### src/pkg/np_tx_pkg.sv
// Package with register map, field layout and reset values of the next page block.
package np_tx_pkg;
   // ==========================================================
   // Register byte addresses (management index times four).
   localparam logic [7:0]  NPTX_INDEX      = 8'h07;
   localparam logic [7:0]  EXP_INDEX       = 8'h06;
   localparam logic [7:0]  ARB_INDEX       = 8'h40;
   localparam logic [31:0] NPTX_ADDR       = {22'h0, NPTX_INDEX, 2'b00};
   localparam logic [31:0] EXP_ADDR        = {22'h0, EXP_INDEX, 2'b00};
   localparam logic [31:0] ARB_ADDR        = {22'h0, ARB_INDEX, 2'b00};
   // ==========================================================
   // Field positions of the next page transmit register.
   localparam int          MORE_POS        = 15;
   localparam int          RSVD_POS        = 14;
   localparam int          MSG_POS         = 13;
   localparam int          COMPLY_POS      = 12;
   localparam int          TOGGLE_POS      = 11;
   localparam int          CODE_MSB        = 10;
   localparam int          CAPABLE_POS     = 2;
   // ==========================================================
   // Reset values.
   localparam logic        MORE_RESET      = 1'b0;
   localparam logic        MSG_RESET       = 1'b1;
   localparam logic        COMPLY_RESET    = 1'b0;
   localparam logic        TOGGLE_RESET    = 1'b0;
   localparam logic [10:0] CODE_RESET      = 11'h001;
   // Arbitration control register: bit 0 enables the page exchange.
   localparam int          ARB_EN_POS      = 0;
   // AXI responses.
   localparam logic [1:0]  RESP_OKAY       = 2'b00;
   localparam logic [1:0]  RESP_SLVERR     = 2'b10;
endpackage : np_tx_pkg

### src/hw/np_toggle_arb.sv
// Toggle keeper of the arbitration function for next page exchange.
`timescale 1ns/1ps
module np_toggle_arb (
   input  wire logic i_clock,          // System clock.
   input  wire logic i_rst,            // Asynchronous reset, active high.
   input  wire logic i_word_sent,      // Pulse: link code word exchanged.
   input  wire logic i_sent_toggle,    // Toggle bit of the word exchanged.
   output logic      o_page_toggle_bit // Toggle for the next page.
);
   import np_tx_pkg::*;
   typedef struct packed {
      logic toggle;
   } arb_state_t;
   arb_state_t state_reg;
   arb_state_t state_next;

   // ==========================================================
   // Next state: invert the toggle of the last exchanged word.
   always_comb begin
      state_next = state_reg;
      if (i_word_sent) begin
         state_next.toggle = ~i_sent_toggle;
      end
   end

   // Register the state.
   always_ff @(posedge i_clock or posedge i_rst) begin
      if (i_rst) begin
         state_reg.toggle <= TOGGLE_RESET;
      end else begin
         state_reg <= state_next;
      end
   end

   assign o_page_toggle_bit = state_reg.toggle;
endmodule : np_toggle_arb

### src/hw/np_tx_regs.sv
// Next page transmit register bank with an AXI4-Lite slave port.
//
// The AXI4-Lite interface to the registers was left to the implementer.
`timescale 1ns/1ps
// Contract
// - The next page transmit register sits at management index 0x07 and supplies the transmitted next page.
// - Bit 15 is a read-write more-pages flag resetting to 0.
// - Bit 14 is reserved, ignores writes and reads as zero.
// - Bit 13 is a read-write message page select resetting to 1.
// - Bit 12 is a read-write will-comply flag resetting to 0.
// - Bit 11 is a read-only toggle kept as the inverse of the last exchanged word's toggle, resetting to 0.
// - Bits 10 to 0 are a read-write code field resetting to the null page 0x001.
// - The expansion status register reports a constant 1 in its capable bit.
module np_tx_regs (
   input  wire logic        i_clock,         // 10 MHz system clock.
   input  wire logic        i_rst,           // Async reset, active high.
   input  wire logic [31:0] i_awaddr,        // Write address.
   input  wire logic        i_awvalid,       // Write address valid.
   output logic             o_awready,       // Write address ready.
   input  wire logic [31:0] i_wdata,         // Write data.
   input  wire logic [3:0]  i_wstrb,         // Write byte strobes.
   input  wire logic        i_wvalid,        // Write data valid.
   output logic             o_wready,        // Write data ready.
   output logic [1:0]       o_bresp,         // Write response.
   output logic             o_bvalid,        // Write response valid.
   input  wire logic        i_bready,        // Write response ready.
   input  wire logic [31:0] i_araddr,        // Read address.
   input  wire logic        i_arvalid,       // Read address valid.
   output logic             o_arready,       // Read address ready.
   output logic [31:0]      o_rdata,         // Read data.
   output logic [1:0]       o_rresp,         // Read response.
   output logic             o_rvalid,        // Read data valid.
   input  wire logic        i_rready,        // Read data ready.
   input  wire logic        i_word_sent,     // Pulse: word exchanged.
   input  wire logic        i_sent_toggle,   // Toggle of exchanged word.
   output logic [15:0]      o_next_page,     // Page offered to arbitration.
   output logic             o_exchange_en    // Next page exchange enable.
);
   import np_tx_pkg::*;

   typedef struct packed {
      logic        aw_full;
      logic [31:0] aw_addr;
      logic        w_full;
      logic [31:0] w_data;
      logic [3:0]  w_strb;
      logic        bvalid;
      logic [1:0]  bresp;
      logic        rvalid;
      logic [1:0]  rresp;
      logic [31:0] rdata;
      logic        more;
      logic        msg;
      logic        comply;
      logic [10:0] code;
      logic        arb_en;
   } regs_state_t;

   regs_state_t state_reg;
   regs_state_t state_next;
   logic        toggle;

   // Word-aligned address decode, used by both read and write paths.
   function automatic logic [1:0] decode(input logic [31:0] addr);
      if (addr == NPTX_ADDR) begin
         decode = 2'd1;
      end else if (addr == EXP_ADDR) begin
         decode = 2'd2;
      end else if (addr == ARB_ADDR) begin
         decode = 2'd3;
      end else begin
         decode = 2'd0;
      end
   endfunction : decode

   // ==========================================================
   // Toggle keeper; software has no write path into it.
   np_toggle_arb u_arb (
      .i_clock           (i_clock),
      .i_rst             (i_rst),
      .i_word_sent       (i_word_sent),
      .i_sent_toggle     (i_sent_toggle),
      .o_page_toggle_bit (toggle)
   );

   // Handshake outputs: a channel is ready while its holding slot is empty and, for the write channels, no bvalid is pending.
   assign o_awready = ~state_reg.aw_full & ~state_reg.bvalid;
   assign o_wready  = ~state_reg.w_full & ~state_reg.bvalid;
   assign o_arready = ~state_reg.rvalid;
   assign o_bvalid  = state_reg.bvalid;
   assign o_bresp   = state_reg.bresp;
   assign o_rvalid  = state_reg.rvalid;
   assign o_rresp   = state_reg.rresp;
   assign o_rdata   = state_reg.rdata;
   assign o_exchange_en = state_reg.arb_en;

   assign o_next_page = {state_reg.more, 1'b0, state_reg.msg,
                         state_reg.comply, toggle, state_reg.code};

   // ==========================================================
   // Bus and register next-state logic.
   always_comb begin
      logic [1:0]  wsel;
      logic [1:0]  rsel;
      logic        do_write;
      wsel     = 2'd0;
      rsel     = 2'd0;
      do_write = 1'b0;
      state_next = state_reg;

      // Address and data are taken in either order and held.
      if (i_awvalid && o_awready) begin
         state_next.aw_full = 1'b1;
         state_next.aw_addr = i_awaddr;
      end
      if (i_wvalid && o_wready) begin
         state_next.w_full = 1'b1;
         state_next.w_data = i_wdata;
         state_next.w_strb = i_wstrb;
      end

      // Write commits once both halves are held.
      if (state_reg.aw_full && state_reg.w_full) begin
         wsel = decode(state_reg.aw_addr);
         do_write = 1'b1;
         state_next.aw_full = 1'b0;
         state_next.w_full  = 1'b0;
         state_next.bvalid  = 1'b1;
         state_next.bresp   = (wsel == 2'd0) ? RESP_SLVERR : RESP_OKAY;
      end else if (state_reg.bvalid && i_bready) begin
         state_next.bvalid = 1'b0;
      end

      if (do_write && wsel == 2'd1) begin
         if (state_reg.w_strb[0]) begin
            state_next.code[7:0] = state_reg.w_data[7:0];
         end
         // The toggle and reserved bits take no write.
         if (state_reg.w_strb[1]) begin
            state_next.more   = state_reg.w_data[MORE_POS];
            state_next.msg    = state_reg.w_data[MSG_POS];
            state_next.comply = state_reg.w_data[COMPLY_POS];
            state_next.code[CODE_MSB:8] = state_reg.w_data[CODE_MSB:8];
         end
      end
      if (do_write && wsel == 2'd3 && state_reg.w_strb[0]) begin
         state_next.arb_en = state_reg.w_data[ARB_EN_POS];
      end

      // Read answers one cycle after the address is taken.
      if (i_arvalid && o_arready) begin
         rsel = decode(i_araddr);
         state_next.rvalid = 1'b1;
         state_next.rresp  = (rsel == 2'd0) ? RESP_SLVERR : RESP_OKAY;
         case (rsel)
            2'd1: begin
               state_next.rdata = {16'h0000, o_next_page};
            end
            2'd2: begin
               state_next.rdata = 32'h0000_0000;
               state_next.rdata[CAPABLE_POS] = 1'b1;
            end
            2'd3: begin
               state_next.rdata = {31'h0, state_reg.arb_en};
            end
            default: begin
               state_next.rdata = 32'h0000_0000;
            end
         endcase
      end else if (state_reg.rvalid && i_rready) begin
         state_next.rvalid = 1'b0;
      end
   end

   // ==========================================================
   // State register with reset values.
   always_ff @(posedge i_clock or posedge i_rst) begin
      if (i_rst) begin
         state_reg.aw_full <= 1'b0;
         state_reg.aw_addr <= 32'h0000_0000;
         state_reg.w_full  <= 1'b0;
         state_reg.w_data  <= 32'h0000_0000;
         state_reg.w_strb  <= 4'h0;
         state_reg.bvalid  <= 1'b0;
         state_reg.bresp   <= RESP_OKAY;
         state_reg.rvalid  <= 1'b0;
         state_reg.rresp   <= RESP_OKAY;
         state_reg.rdata   <= 32'h0000_0000;
         state_reg.more    <= MORE_RESET;
         state_reg.msg     <= MSG_RESET;
         state_reg.comply  <= COMPLY_RESET;
         state_reg.code    <= CODE_RESET;
         state_reg.arb_en  <= 1'b0;
      end else begin
         state_reg <= state_next;
      end
   end
endmodule : np_tx_regs

### config.mk
export PLATFORM = sky130hd
export DESIGN_NAME = np_tx_regs
export DESIGN_NICKNAME = d
export VERILOG_FILES = /design/src/pkg/np_tx_pkg.sv /design/src/hw/np_toggle_arb.sv /design/src/hw/np_tx_regs.sv
export SDC_FILE = /design/constraint.sdc
export NUM_CORES = 1
export LEC_CHECK = 0
export BUFFER_PORTS_ARGS = -buffer_cell sky130_fd_sc_hd__buf_2
export CAP_MARGIN = 10
export CORE_MARGIN = 2
export CORE_UTILIZATION = 35
export DETAILED_ROUTE_END_ITERATION = 6
export HOLD_SLACK_MARGIN = 0.06
export PLACE_DENSITY = 0.64
export SYNTH_ARGS = -nofsm -noshare
export SYNTH_HDL_FRONTEND = slang
export SYNTH_HIERARCHICAL = 1
export SYNTH_SLANG_ARGS = --single-unit
### constraint.sdc
create_clock -name i_clock -period 5.4 [get_ports i_clock]
set_clock_uncertainty 0.1 [all_clocks]
set_input_delay 0 -clock i_clock [delete_from_list [all_inputs] [get_ports i_clock]]
set_output_delay 0 -clock i_clock [all_outputs]
set_load 0.01 [all_outputs]
==> impl_metrics.toml <==
[synth]
synth_top_area_frac = 0.5370
synthDistinctLibCells = 32
ys_ff_latch = 85
syn_area_sq_um = 3867
ys_warn_count = 6
synth_edf_count = 0
syn_avg_cell_area_sq_um = 12.16
syn-instance-count = 318
synthTopCellsByArea = "dfrtp_1 54%, mux2_2 17%, buf_4 10%, nand2_1 3.2%, o21ai_0 2.5%"
async_flop_share = 1.000
synth_top_area_cell = "dfrtp_1"
yosysSeqAreaShare = 0.5506
synthFlopType = "dfrtp_1"

[cells_and_area]
final_cells = 623
fin_area_sq_um = 5191
largest_register_ffs = 50
utilization = 0.4810
final_nets = 588
layout-drive-gt1-share = 0.4389
antenna_cells = 0
area_growth_pct = 34.23

[route]
viasPerCell = 4.587
totalWireLength_um = 8836
drc = 0
vias = 2858
dr.pass1.iters = 4
wl_per_cell_um = 14.18
antenna_left = 0
drt_iter0_markers = 67

[global_route]
grt_pass1_vias = 2956
antenna_found_initial = 0
grt_overflow = 0
grt_pass1_wl_um = 13900
grt.total_usage = 0.1532
grt_max_degree = 85

[placement]
place_hpwl_um = 6089
numPortBuffers = 126
detailed_place.area_sq_um = 4328
place_congestion = 0.6593
dp.cells = 543

[floorplan]
dieWidth_um = 109.1
die_h_um = 109.1
initial_utilization = 0.3583
core.rowCount = 38
ios = 167
dieArea_sq_um = 11910
fp.coreArea_sq_um = 10790

[setup_path]
endpoint_kind = "flop"
reg2reg_to = "o_rdata[2]"
slowest_delay_ps = 600
r2r_cells = 5
cp-start-kind = "input port"
crit_chain = "dlygate4sd3_1 -> buf_2 -> or4_1 -> nor2_1 -> dlygate4sd3_1 -> nand3_1 -> dlygate4sd3_1 -> o31ai_1 -> dlygate4sd3_1"
path_max_fanout = 3
r2r_slack_ps = 2510
crit_top_cell = "dlygate4sd3_1"
critPathKind = "in -> reg"
r2r_start = "o_rvalid"
worst-path-buf-inv = 5
cp.arrival_ps = 3350
crit_required_ps = 5590
crit_slowest_cell = "dlygate4sd3_1"
cp_top_family = "buffers and inverters"

[min_path]
hp-start = "i_arvalid"
hold_path_end = "o_rdata[7]"
hold_class = "in -> reg"
hold_depth = 4

[clock_tree]
cts_resized = 0
clockBufferDepth = 2
clkTransAtPathRegs_ps = 80
post_cts_buffers = 0
cts_buffers = 9
cts_sinks = 85
tritoncts = "yes"
clk_latency_ps = 350
ctsHoldBuffers = 65
h-tree-depth = 3
cts_root_buf = "clkbuf_8"

[timing]
setup_tns_ps = 0
finalCritPeriodShare = 0.5843
relSlewSlack = 0.2422
slew_violations = 0
tightest_slew_ps = 1134
rsz0062_at_grt = "no"
timing.fmax_mhz = 316.9
fin_crit_ps = 3155
finalSetupViolCount = 0
hold_viol = 0

[power]
p_per_area_nw_per_um2 = 366.7
ir_drop_v = 0.0002411
power_leakage_nw = 2.496

[job]
maxCapViolations = 0

[status]
outcome = "finished clean"
==> through the flow <==
step | total power, mW | setup slack [ps] | hold slack (ps)
2_1_floorplan | 1.285 | 3138 | -371.3
3_3_place_gp | 1.373 | 3115 | -247.9
3_5_place_dp | 1.404 | 3074 | -243.2
4_1_cts | 1.929 | 2269 | 184.7
5_1_grt | 2.021 | 2145 | 242.8
6_report | 1.904 | 2245 | 194.7
==> where the power goes <==
| part | internal, mW | total, mW | leakage (nW) | switching [mW] |
|---|---|---|---|---|
| registers | 0.834 | 0.962 | 1.06 | 0.128 |
| clock network | 0.268 | 0.485 | 0.112 | 0.217 |
| logic | 0.272 | 0.457 | 1.33 | 0.185 |
| total | 1.37 | 1.90 | 2.50 | 0.530 |
==> cell families (layout without fill, tap and decap cells) <==
family / Yosys count / in the layout / synth area share
DFF: 85 / 85 / 0.5506
and+or+nand+nor: 73 / 73 / 0.1123
buffers and inverters: 71 / 217 / 0.1207
muxes: 60 / 60 / 0.1747
AOI/OAI and AO/OA: 28 / 28 / 0.04077
other: 1 / 20 / 0.0009696
==> layout by cell type, fill, tap and decap left out, types with 2 or more instances in the layout <==
| master | instances |
|---|---|
| a21o_1 | 2 |
| a21oi_1 | 2 |
| and2_1 | 2 |
| buf_2 | 126 |
| buf_4 | 2 |
| bufinv_16 | 2 |
| clkbuf_8 | 10 |
| clkinv_2 | 4 |
| conb_1 | 20 |
| dfrtp_1 | 83 |
| dfstp_2 | 2 |
| dlygate4sd3_1 | 65 |
| inv_1 | 8 |
| mux2_2 | 60 |
| nand2_1 | 33 |
| nand3_1 | 6 |
| nor2_1 | 5 |
| nor4_1 | 11 |
| nor4_2 | 2 |
| nor4_4 | 3 |
| nor4b_1 | 2 |
| o21ai_0 | 19 |
| or4_1 | 2 |
==> final cells by class <==
type	count	area, sq um
Fill cell	1008	5602
Sequential cell	85	2130
Multi-Input combinational cell	181	1343
Timing Repair Buffer	193	1296
Tap cell	140	175.2
Clock buffer	10	137.6
Clock inverter	5	75.07
Inverter	9	35.03
==> metal layers <==
metal	GRT usage	routed length [um]	part of all wire
met2	0.2808	4496	0.51
met4	0.04945	110	0.012
met5	0	0	0
met1	0.1695	3585	0.41
met3	0.04363	644	0.073
==> cell usage after synthesis, types with 3 or more instances <==
cell and n:
nor4_1 11, dfrtp_1 83, nor2_1 5, buf_2 4, nand3_1 6, inv_1 9
mux2_2 60, buf_4 52, o21ai_0 19, clkbuf_1 6, nand2_1 33, nor4_4 3
==> how the worst max path moves through the flow <==
stage / start / endpoint / slack (ps) / cells past startpoint
global route: i_araddr[29] / o_rdata[0] / 2150 / 9
detailed placement: state_reg[96] / o_next_page[6] / 3070 / 4
global placement: state_reg[96] / o_next_page[1] / 3110 / 4
floorplan: i_rst / o_bresp[1] / 3140 / 1
CTS: i_araddr[29] / o_rdata[0] / 2270 / 9
finish: i_araddr[29] / o_rdata[0] / 2240 / 9
==> worst min-delay path, cell delays in order <==
cell	delay, ps
buf_2	100
nor2b_1	310
nand2_1	130
o21ai_0	60
Note: power is estimated with default switching activity, not from simulation.
